## config.mk

```make
export PLATFORM = sky130hd
export DESIGN_NAME = slfap_bank
export DESIGN_NICKNAME = d
export VERILOG_FILES = /design/src/slfap_pkg.sv /design/src/slfap_bank.sv /design/src/slfap_ptr_reg.sv
export VERILOG_INCLUDE_DIRS = /design/src /design/src/src
export SDC_FILE = /design/constraint.sdc
export NUM_CORES = 1
export LEC_CHECK = 0
export ABC_AREA = 1
export BUFFER_PORTS_ARGS = -buffer_cell sky130_fd_sc_hd__buf_4
export CAP_MARGIN = 0
export CORE_ASPECT_RATIO = 2
export CORE_UTILIZATION = 30
export CTS_CLUSTER_DIAMETER = 80
export DETAILED_ROUTE_END_ITERATION = 16
export PLACE_DENSITY = 0.55
export SYNTH_ARGS = -nofsm -noshare
export SYNTH_HDL_FRONTEND = slang
export SYNTH_HIERARCHICAL = 1
export SYNTH_SLANG_ARGS = --single-unit
```

## constraint.sdc

```tcl
create_clock -name i_mclk -period 5.25 [get_ports i_mclk]
set_clock_uncertainty 0.1 [all_clocks]
set_input_delay 0.2625 -clock i_mclk [delete_from_list [all_inputs] [get_ports i_mclk]]
set_output_delay 0.2625 -clock i_mclk [all_outputs]
set_load 0.05 [all_outputs]
```

## src/slfap_cfg.svh

```systemverilog
// Constants for the line formatter address pointer bank: offsets, fields, resets.
// Assumes inclusion by bare name from design and bench files alike.
// Notes on behaviour
// RQ1: Software writes zero into bit 15 and bits 31 to 16 of each pointer.
// RQ2: Bits 14 to 13 select output line one to four for the pointer.
// RQ3: Line selector is used only in split mode, ignored while combining.
// RQ4: Bits 12 to 0 hold the pointer's initial address, 0 to 1FFFh.
// RQ5: Software keeps each initial address below output line length.
// RQ6: Pointers 1 to 11 are separate, identical, independently read and written.
// RQ7: Combine-lines control clear splits lines, set merges lines.
// RQ8: Output line length never above 4480 pixels, software's duty.
// RQ9: Address step is programmed field plus one, latched at vertical sync.
// RQ10: Writable fields reset to zero, reserved bits read as zero.
`ifndef SLFAP_CFG_SVH
`define SLFAP_CFG_SVH
`define SLFAP_PTR_FIRST 1
`define SLFAP_PTR_COUNT 11
`define SLFAP_PTR_BASE 8'h04
`define SLFAP_CTRL_OFS 8'h40
`define SLFAP_LEN_OFS 8'h44
`define SLFAP_STAT_OFS 8'h48
`define SLFAP_INIT_MSB 12
`define SLFAP_LINE_LSB 13
`define SLFAP_LINE_MSB 14
`define SLFAP_CTRL_CBL 0
`define SLFAP_STEP_LSB 8
`define SLFAP_STEP_MSB 11
`define SLFAP_LEN_MAX 13'h1180
`define SLFAP_RESET_WORD 32'h0000_0000
`endif

```

## src/slfap_pkg.sv

```systemverilog
// Types for the line formatter address pointer bank.
// Assumes nothing beyond the configuration header.
package slfap_pkg;
  typedef logic [12:0] slfap_addr_type;
  typedef logic [1:0] slfap_line_type;
  typedef enum logic [1:0] {
    SLFAP_SPLIT = 2'h1,
    SLFAP_COMBINE = 2'h2
  } slfap_mode_type;
endpackage

```

## src/slfap_bank.sv

```systemverilog
// Address pointer bank 1..11 of the sensor line formatter, plus mode, length
// and step controls that give the pointers their meaning.
// Assumes a plain strobe register port synchronous to i_mclk.
//
// The plain strobed port and the placing of the registers were decided locally.
`include "slfap_cfg.svh"
module slfap_bank
  import slfap_pkg::*;
#(
  parameter int NPTR = `SLFAP_PTR_COUNT
) (
  input wire logic i_mclk,
  input wire logic i_resetn,
  input wire logic [7:0] i_addr,
  input wire logic [31:0] i_wdata,
  input wire logic i_wr,
  input wire logic i_rd,
  input wire logic i_vsync,
  input wire logic [3:0] i_sel,
  output logic [31:0] o_rdata,
  output logic o_combine,
  output logic [4:0] o_step,
  output logic [12:0] o_line_len,
  output logic [12:0] o_sel_init,
  output logic [1:0] o_sel_line,
  output logic o_sel_line_valid,
  output logic o_len_error
);
  // Offsets above 15 pointers would run into the control word
  if (NPTR < 1 || NPTR > 14) begin : g_bad_nptr
    $error("NPTR out of range");
  end

  slfap_line_type line_w [NPTR];
  slfap_addr_type init_w [NPTR];
  logic [NPTR-1:0] ptr_wr;
  logic ctrl_cbl_q;
  logic [3:0] ctrl_step_q;
  logic [12:0] len_q;
  slfap_mode_type mode_q;
  logic [4:0] step_q;
  logic [31:0] rdata_d;
  logic [31:0] rdata_q;
  logic [12:0] sel_init_q;
  logic [1:0] sel_line_q;
  logic sel_valid_q;
  logic combine_q;
  logic len_err_q;
  logic [3:0] sel_idx;

  genvar g;
  generate
    for (g = 0; g < NPTR; g++) begin : g_ptr
      assign ptr_wr[g] = i_wr && (i_addr == 8'(`SLFAP_PTR_BASE + 4 * g)); // RQ6
      slfap_ptr_reg u_ptr (
        .i_mclk(i_mclk),
        .i_resetn(i_resetn),
        .i_wr(ptr_wr[g]),
        .i_wdata(i_wdata),
        .o_line(line_w[g]),
        .o_init(init_w[g])
      );
    end
  endgenerate

  always_ff @(posedge i_mclk or negedge i_resetn) begin
    if (!i_resetn) begin
      ctrl_cbl_q <= 1'h0;
      ctrl_step_q <= 4'h0;
    end else if (i_wr && i_addr == `SLFAP_CTRL_OFS) begin
      ctrl_cbl_q <= i_wdata[`SLFAP_CTRL_CBL];
      ctrl_step_q <= i_wdata[`SLFAP_STEP_MSB:`SLFAP_STEP_LSB];
    end
  end

  always_ff @(posedge i_mclk or negedge i_resetn) begin
    if (!i_resetn) begin
      len_q <= 13'h0000;
    end else if (i_wr && i_addr == `SLFAP_LEN_OFS) begin
      len_q <= i_wdata[12:0];
    end
  end

  // Mode and step only change at frame start so a line never mixes settings
  always_ff @(posedge i_mclk or negedge i_resetn) begin
    if (!i_resetn) begin
      mode_q <= SLFAP_SPLIT;
      combine_q <= 1'h0;
      step_q <= 5'h01;
    end else if (i_vsync) begin
      mode_q <= ctrl_cbl_q ? SLFAP_COMBINE : SLFAP_SPLIT; // RQ7
      combine_q <= ctrl_cbl_q; // RQ7
      step_q <= {1'h0, ctrl_step_q} + 5'h01; // RQ9
    end
  end

  // Reserved bits come out as zero; unmapped offsets read zero
  always_comb begin
    rdata_d = `SLFAP_RESET_WORD;
    for (int i = 0; i < NPTR; i++) begin
      if (i_addr == 8'(`SLFAP_PTR_BASE + 4 * i)) begin
        rdata_d = {17'h00000, line_w[i], init_w[i]}; // RQ10
      end
    end
    if (i_addr == `SLFAP_CTRL_OFS) begin
      rdata_d = {20'h00000, ctrl_step_q, 7'h00, ctrl_cbl_q};
    end
    if (i_addr == `SLFAP_LEN_OFS) begin
      rdata_d = {19'h00000, len_q};
    end
    if (i_addr == `SLFAP_STAT_OFS) begin
      rdata_d = {26'h0000000, mode_q == SLFAP_COMBINE, step_q};
    end
  end

  always_ff @(posedge i_mclk or negedge i_resetn) begin
    if (!i_resetn) begin
      rdata_q <= 32'h0000_0000;
    end else begin
      rdata_q <= i_rd ? rdata_d : 32'h0000_0000;
    end
  end

  // Pointer index 1..NPTR from the datapath; other values give zero
  assign sel_idx = i_sel - 4'h1;

  always_ff @(posedge i_mclk or negedge i_resetn) begin
    if (!i_resetn) begin
      sel_init_q <= 13'h0000;
      sel_line_q <= 2'h0;
      sel_valid_q <= 1'h0;
    end else if (i_sel >= 4'h1 && i_sel <= 4'(NPTR)) begin
      sel_init_q <= init_w[sel_idx]; // RQ4
      sel_line_q <= (mode_q == SLFAP_SPLIT) ? line_w[sel_idx] : 2'h0; // RQ3
      sel_valid_q <= (mode_q == SLFAP_SPLIT); // RQ3
    end else begin
      sel_init_q <= 13'h0000;
      sel_line_q <= 2'h0;
      sel_valid_q <= 1'h0;
    end
  end

  // Flags a length, or a start address of the selected pointer, that software was not allowed to program
  always_ff @(posedge i_mclk or negedge i_resetn) begin
    if (!i_resetn) begin
      len_err_q <= 1'h0;
    end else begin
      len_err_q <= (len_q > `SLFAP_LEN_MAX) || // RQ8
        (i_sel >= 4'h1 && i_sel <= 4'(NPTR) && init_w[sel_idx] >= len_q); // RQ5
    end
  end

  assign o_rdata = rdata_q;
  assign o_combine = combine_q;
  assign o_step = step_q;
  assign o_line_len = len_q;
  assign o_sel_init = sel_init_q;
  assign o_sel_line = sel_line_q;
  assign o_sel_line_valid = sel_valid_q;
  assign o_len_error = len_err_q;
endmodule

```

## src/slfap_ptr_reg.sv

```systemverilog
// One address pointer register: line selector and initial address.
// Assumes the owner decodes the address and gives a one-cycle write strobe.
`include "slfap_cfg.svh"
module slfap_ptr_reg
  import slfap_pkg::*;
(
  input wire logic i_mclk,
  input wire logic i_resetn,
  input wire logic i_wr,
  input wire logic [31:0] i_wdata,
  output slfap_line_type o_line,
  output slfap_addr_type o_init
);
  slfap_line_type line_q;
  slfap_addr_type init_q;

  // Reserved bits are never stored, so they cannot read back nonzero
  always_ff @(posedge i_mclk or negedge i_resetn) begin
    if (!i_resetn) begin
      line_q <= 2'h0; // RQ10
      init_q <= 13'h0000; // RQ10
    end else if (i_wr) begin
      line_q <= i_wdata[`SLFAP_LINE_MSB:`SLFAP_LINE_LSB]; // RQ2
      init_q <= i_wdata[`SLFAP_INIT_MSB:0]; // RQ4
    end
  end

  assign o_line = line_q;
  assign o_init = init_q;
endmodule

```

# == Word-level counts from Yosys, hierarchy flattened ==
# Cells that the tools add are included.
# totals
out_inout_bits,68
inputBits,49
reg_bits,240
# classes
bitwise_logic,1
mux,26
reduce_logical,16
n_eq_ne,16
addsub,2
order_cmp,5
# ops
operator,n
32-bit 2-to-1 mux,14
13-bit binary-select mux with 4-bit select,1
13-bit 2-to-1 mux,3
"8-bit by 5-bit == test with 1-bit output, second input constant",4
"8-bit by 6-bit == test with 1-bit output, second input constant",4
"8-bit by 7-bit == test with 1-bit output, second input constant",3
"8-bit by 4-bit == test with 1-bit output, second input constant",2
1-bit logical AND,15
15-bit 2-to-1 mux,1
13-bit >= comparator,1
"13-bit greater-than comparator, second input constant",1
2-bit 2-to-1 mux,5
2-bit binary-select mux with 4-bit select,1
"8-bit by 3-bit == test with 1-bit output, second input constant",1
"4-bit by 1-bit adder with 5-bit output, second input constant",1
"5-bit >= comparator, second input constant",1
4-bit NOT with 5-bit output,1
"4-bit by 1-bit >= comparator with 1-bit output, second input constant",1
"4-bit <= comparator, second input constant",1
"4-bit by 1-bit subtractor with 4-bit output, second input constant",1
"2-bit by 1-bit == test with 1-bit output, second input constant",1
"2-bit == test, second input constant",1
1-bit logical OR,1
1-bit 2-to-1 mux,1

# == Longest topological paths before layout ==
# depth
ltp_word,16
depth_mapped,20
ltp_nobuf,18

# == Modules after synthesis ==
# Netlist, hierarchy kept.
# by_module_without_submodules
mod,n_inst,seq_area_each_um2,area_each_um2,cells_each
slfap_ptr_reg,11,375.4,608.1,64
slfap_bank,1,1428.9,5796.8,985

# == Worst setup path before layout ==
# No wires, ideal clock.
# synth_path
path_kind,in2reg
from,input i_sel[0]
to,register len_err_q (netlist: o_len_error)
path_stages,20
setup_slack_ns,2.193
arrival_ns,2.828
setup_ns,0.129
n_path_buf,2
cell_sequence,inv_2 -> clkbuf_1 -> ha_1 -> clkinv_1 -> nand2_1 -> clkbuf_1 -> o22ai_1 -> nand2_1 -> nand2_1 -> nand2_1 -> inv_1 -> ha_1 -> a21oi_1 -> o21ai_0 -> a21oi_1 -> nor2_1 -> o21ai_0 -> o2111ai_1 -> o21ai_0 -> o21ai_0
# synth_via
elab_chain_len,8
word_cells_on_any_way,11
classes_between,add/sub (1); order compare (3); mux (3); bitwise (1); reduce/logical (3)
# synth_rtl
item,line,rtl
from (decl),slfap_bank.sv:19,"input wire logic [3:0] i_sel,"
4-bit by 1-bit subtractor with 4-bit output,slfap_bank.sv:125,assign sel_idx = i_sel - 4'h1;
4-bit NOT with 5-bit output (implied by the code),slfap_bank.sv:149,(i_sel >= 4'h1 && i_sel <= 4'(NPTR) && init_w[sel_idx] >= len_q);
13-bit binary-select mux with 4-bit select,slfap_bank.sv:149,
13-bit 2-to-1 mux (implied by the code) (2 in a row),slfap_bank.sv:149,
13-bit >= comparator,slfap_bank.sv:149,
1-bit logical AND (*),slfap_bank.sv:149,
1-bit logical OR (*),slfap_bank.sv:148,len_err_q <= (len_q > `SLFAP_LEN_MAX) ||
to (signal assigned),slfap_bank.sv:148,
to (decl),slfap_bank.sv:48,logic len_err_q;
# Every way passes the cells marked *; elsewhere a longest branch is shown, timed or not. The select of a mux whose other input is x is not followed.
# A chain may end at the register's enable or synchronous reset.

# == Worst setup path after layout ==
# Ends and elaborated chain as after synthesis.

==> metrics.md <==
| Metric | Value |
|---|---|
| Initial Util | 30.5% |
| Sum Neg Setup Slack | 0 ns |
| WP data required | approximately 5.6 ns |
| Max_cap viols | 0 |
| GRT Total Usage | a little under a quarter |
| HPWL after DPL | around 35000 microns |
| Yosys warnings | 6 |
| WHS | 0.00509 ns |
| WHS Path Cells | 3 |
| Worst slack, placed | 1.28 ns |
| Flop pwr share | 44.6% |
| Fmax | about 290 MHz |
| Routability cong. | 0.894 |
| Remaining antenna violation count | 0 |
| Top-area cell type share of the netlist area | around 44% |
| Vias in the first global route | around 11k |
| Initial antenna violation count | 1 |
| DRC errors left | 0 |
| Share of cells above drive strength 1 | 13.9% |
| Diode count | 0 |
| WHS Endpoint | g_ptr[6].u_ptr/o_init[12]$_DFFE_PN0P_ |
| CTS clk-pin slew, worst paths | around 0.070 ns |
| Pleak | just over 7 nW |
| FILL cells | around 4.4k |
| Total power | ~4.2 mW |
| Cell chain of the critical path | buf_4 -> inv_2 -> ha_1 -> xnor2_2 -> inv_2 -> o311ai_0 -> nand2_1 -> inv_1 -> ha_1 -> nand2_1 -> o21ai_0 -> a21oi_1 -> nor2_1 -> o21ai_0 -> o2111ai_1 -> o21ai_0 -> o21ai_0 |
| Critical Path Sink Type | flop |
| Hold bufs inserted after CTS | 16 |
| Worst slew pin tran | 1.15 ns |
| Worst path arrival time | around 3.8 ns |
| Cell variety after synth | 46 |
| WS Path Type | input pin to flop |
| Setup bufs post-CTS | 0 |
| Final Cell Area | 0.0141 sq mm |
| Final Max Tran Viols | 0 |
| Final core occ | 34.5% |
| IO buf count | between 80 and 90 |
| Final setup vio count | 0 |
| Post-placement cell area | 0.0132 sq mm |
| Fin nets | 1819 |
| Synthesis-stage register bit count | ~220 |
| Slowest CP cell | o311ai_0 |
| Initial DRC Count | just over 900 |
| Final hold vios | 0 |
| Power per cell area | roughly 300 mW/mm^2 |
| Synth Instances | 1689 |
| Placed cell count | around 2.2k |
| Worst hold start | i_wdata[12] |
| Reg area | 0.00556 sq mm |
| Period Utilization, post-route | between 60% and 70% |
| Worst IR Drop VDD | 202 uV |
| Register area share after synthesis | 44.5% |
| Worst R2R Setup Slack | ~2.4 ns |
| Most frequent cell on the critical path | o21ai_0 |
| Overflow left after global routing | 0 |
| Die height | between 200 and 300 microns |
| First-pass GRT wire length | ~71000 microns |
| Final min period | ~3.5 ns |
| Worst Setup Start Kind | input pin |
| Crit-path max FO | 19 |
| CP peak stage delay | 0.60 ns |
| CTS Buffer Depth | 3 |
| H-tree levels | 1 |
| TritonCTS Buffers | 22 |
| CTS tree | done |
| Core ar. | 0.0410 sq mm |
| Clk sink count | 222 |
| Cell taking the most area after synthesis | dfrtp_1 |
| Worst R2R End | o_len_error$_DFF_PN0_ |
| Combinational fraction of design power | approximately 16% |
| Area contributors post-synth | dfrtp_1, nand2_1, a21oi_1, inv_1, o21ai_0 |
| Reg2reg start | g_ptr[3].u_ptr/o_init[1]$_DFFE_PN0P_ |
| Sw power | approximately 1.3 mW |
| Hold Crit Class | input pin to flop |
| Total Wirelength | approximately 47000 microns |
| Unrepaired setup endpoints after global routing | no |
| Post-route non-filler standard cell count | 2303 |
| WL/cell | ~21 microns |
| Rows | approximately 110 |
| Combined area of the multi-input logic cells | roughly 0.0056 sq mm |
| Slew headroom | 23.5% |
| Via Count | 11.3k |
| Clock share of power | 40.0% |
| R2R cell count | 15 |
| Clock root buffer | clkbuf_16 |
| Final setup margin | around 1.8 ns |
| DR vias/cell | around 4.9 |
| Status | completed |
| Internal | around 2.9 mW |
| Layout area overhead | 13.1% |
| Mapped Area | about 0.012 sq mm |
| Die footprint | between 0.04 and 0.05 sq mm |
| Avg Cell Area, Syn | roughly 7.4 sq um |
| # IOs | 117 |
| Maximum number of pins on one net before global-route repair | between 100 and 150 |
| 1st-pass router iterations | 7 |
| PostCTS Resize Cnt | 0 |
| Chip width | ~150 microns |
| Worst-skew pair later-pin latency | 0.55 ns |
| Sw frac | a little under a third |
layout by cell type (no fill, tap or decap), drive strengths merged, types with 16 or more instances in the layout:
master	count
ha	16
buf	104
nand3	64
nand2	739
o21ai	104
dlygate4sd3	16
a21oi	96
nand4	23
dfrtp	220
inv	147
conb	17
nor2	119
clkbuf	29
worst max-delay path: cells and delay by family:
family          cells  cell delay (ns)
compound gates      7             1.43
buf+inv             4             0.61
xor+xnor            1             0.59
fa+ha+maj           2             0.47
simple gates        3             0.38
flip-flops by register name, summed over array words and instances, names as in the netlist:
| signal | cells |
|---|---|
| g_ptr.u_ptr/o_init | 143 |
| o_len_error | 1 |
| mode_q | 2 |
| o_sel_init | 13 |
| o_sel_line | 2 |
| o_step | 5 |
| o_rdata | 15 |
| o_line_len | 13 |
| ctrl_step_q | 4 |
| g_ptr.u_ptr/o_line | 22 |
| o_sel_line_valid | 1 |
| ctrl_cbl_q | 1 |
power groups by stage:
| stage | combinational (mW) | sequential [mW] | clock [mW] |
|---|---|---|---|
| 6_report | 0.648 | 1.87 | 1.68 |
| 5_1_grt | 0.705 | 1.88 | 1.75 |
| 4_1_cts | 0.651 | 1.87 | 1.71 |
| 3_5_place_dp | 0.639 | 1.90 | 0 |
| 3_3_place_gp | 0.634 | 1.90 | 0 |
| 2_1_floorplan | 0.298 | 1.97 | 0 |
logic make-up after synthesis:
logic type,Yosys count,share of synthesized area [%]
AOI/OAI and AO/OA,235,10.1
DFF,222,44.5
other,1,0.0300
xor gates and xnor gates,2,0.200
buffers and inverters,245,11.4
adders and majority gates,16,1.60
and+or+nand+nor,968,32.2
Yosys cell counts, drive strengths merged:
master,number
nand4,23
a211oi,1
dfrtp,220
xor2,1
nor4b,1
a221oi,1
a31oi,3
and2,1
o311ai,2
dfstp,2
xnor2,1
nor2,119
a22oi,1
nand3,64
inv,146
o221ai,3
nor3,10
nor4,3
ha,16
o21a,1
nand3b,3
o22ai,11
clkinv,4
conb,1
clkbuf,28
o211ai,10
nand2,739
a31o,1
o21ai,104
a21oi,96
or2,5
o2111ai,1
buf,67
layer usage:
metal	vias to the layer above	part of all wire, %	GRT usage, %
li1	5412	-	-
met5	-	0	0
met1	5296	34	22.3
met4	0	7.9	16.6
met2	413	54	43.1
met3	130	3.7	1.73
how the worst max path moves through the flow:
| stage | from | endpoint | slack [ns] | cells past startpoint |
|---|---|---|---|---|
| after floorplan | i_sel[0] | o_len_error$_DFF_PN0_ | 2.19 | 20 |
| after global placement | i_sel[0] | o_len_error$_DFF_PN0_ | 1.32 | 17 |
| after detailed placement | i_sel[0] | o_len_error$_DFF_PN0_ | 1.28 | 17 |
| after CTS | i_sel[0] | o_len_error$_DFF_PN0_ | 1.86 | 17 |
| after global routing | i_sel[0] | o_len_error$_DFF_PN0_ | 1.50 | 17 |
| final | i_sel[0] | o_len_error$_DFF_PN0_ | 1.79 | 17 |
area by class of cell:
type                       count  area share [%]
multi-input combinational   1238            39.6
sequential                   222            39.3
timing repair buffer         120            6.80
tap                          535            4.74
clock buffer                  29            4.45
inverter                     150            4.38
clock inverter                 9           0.717
(Power assumes the default switching activity.)
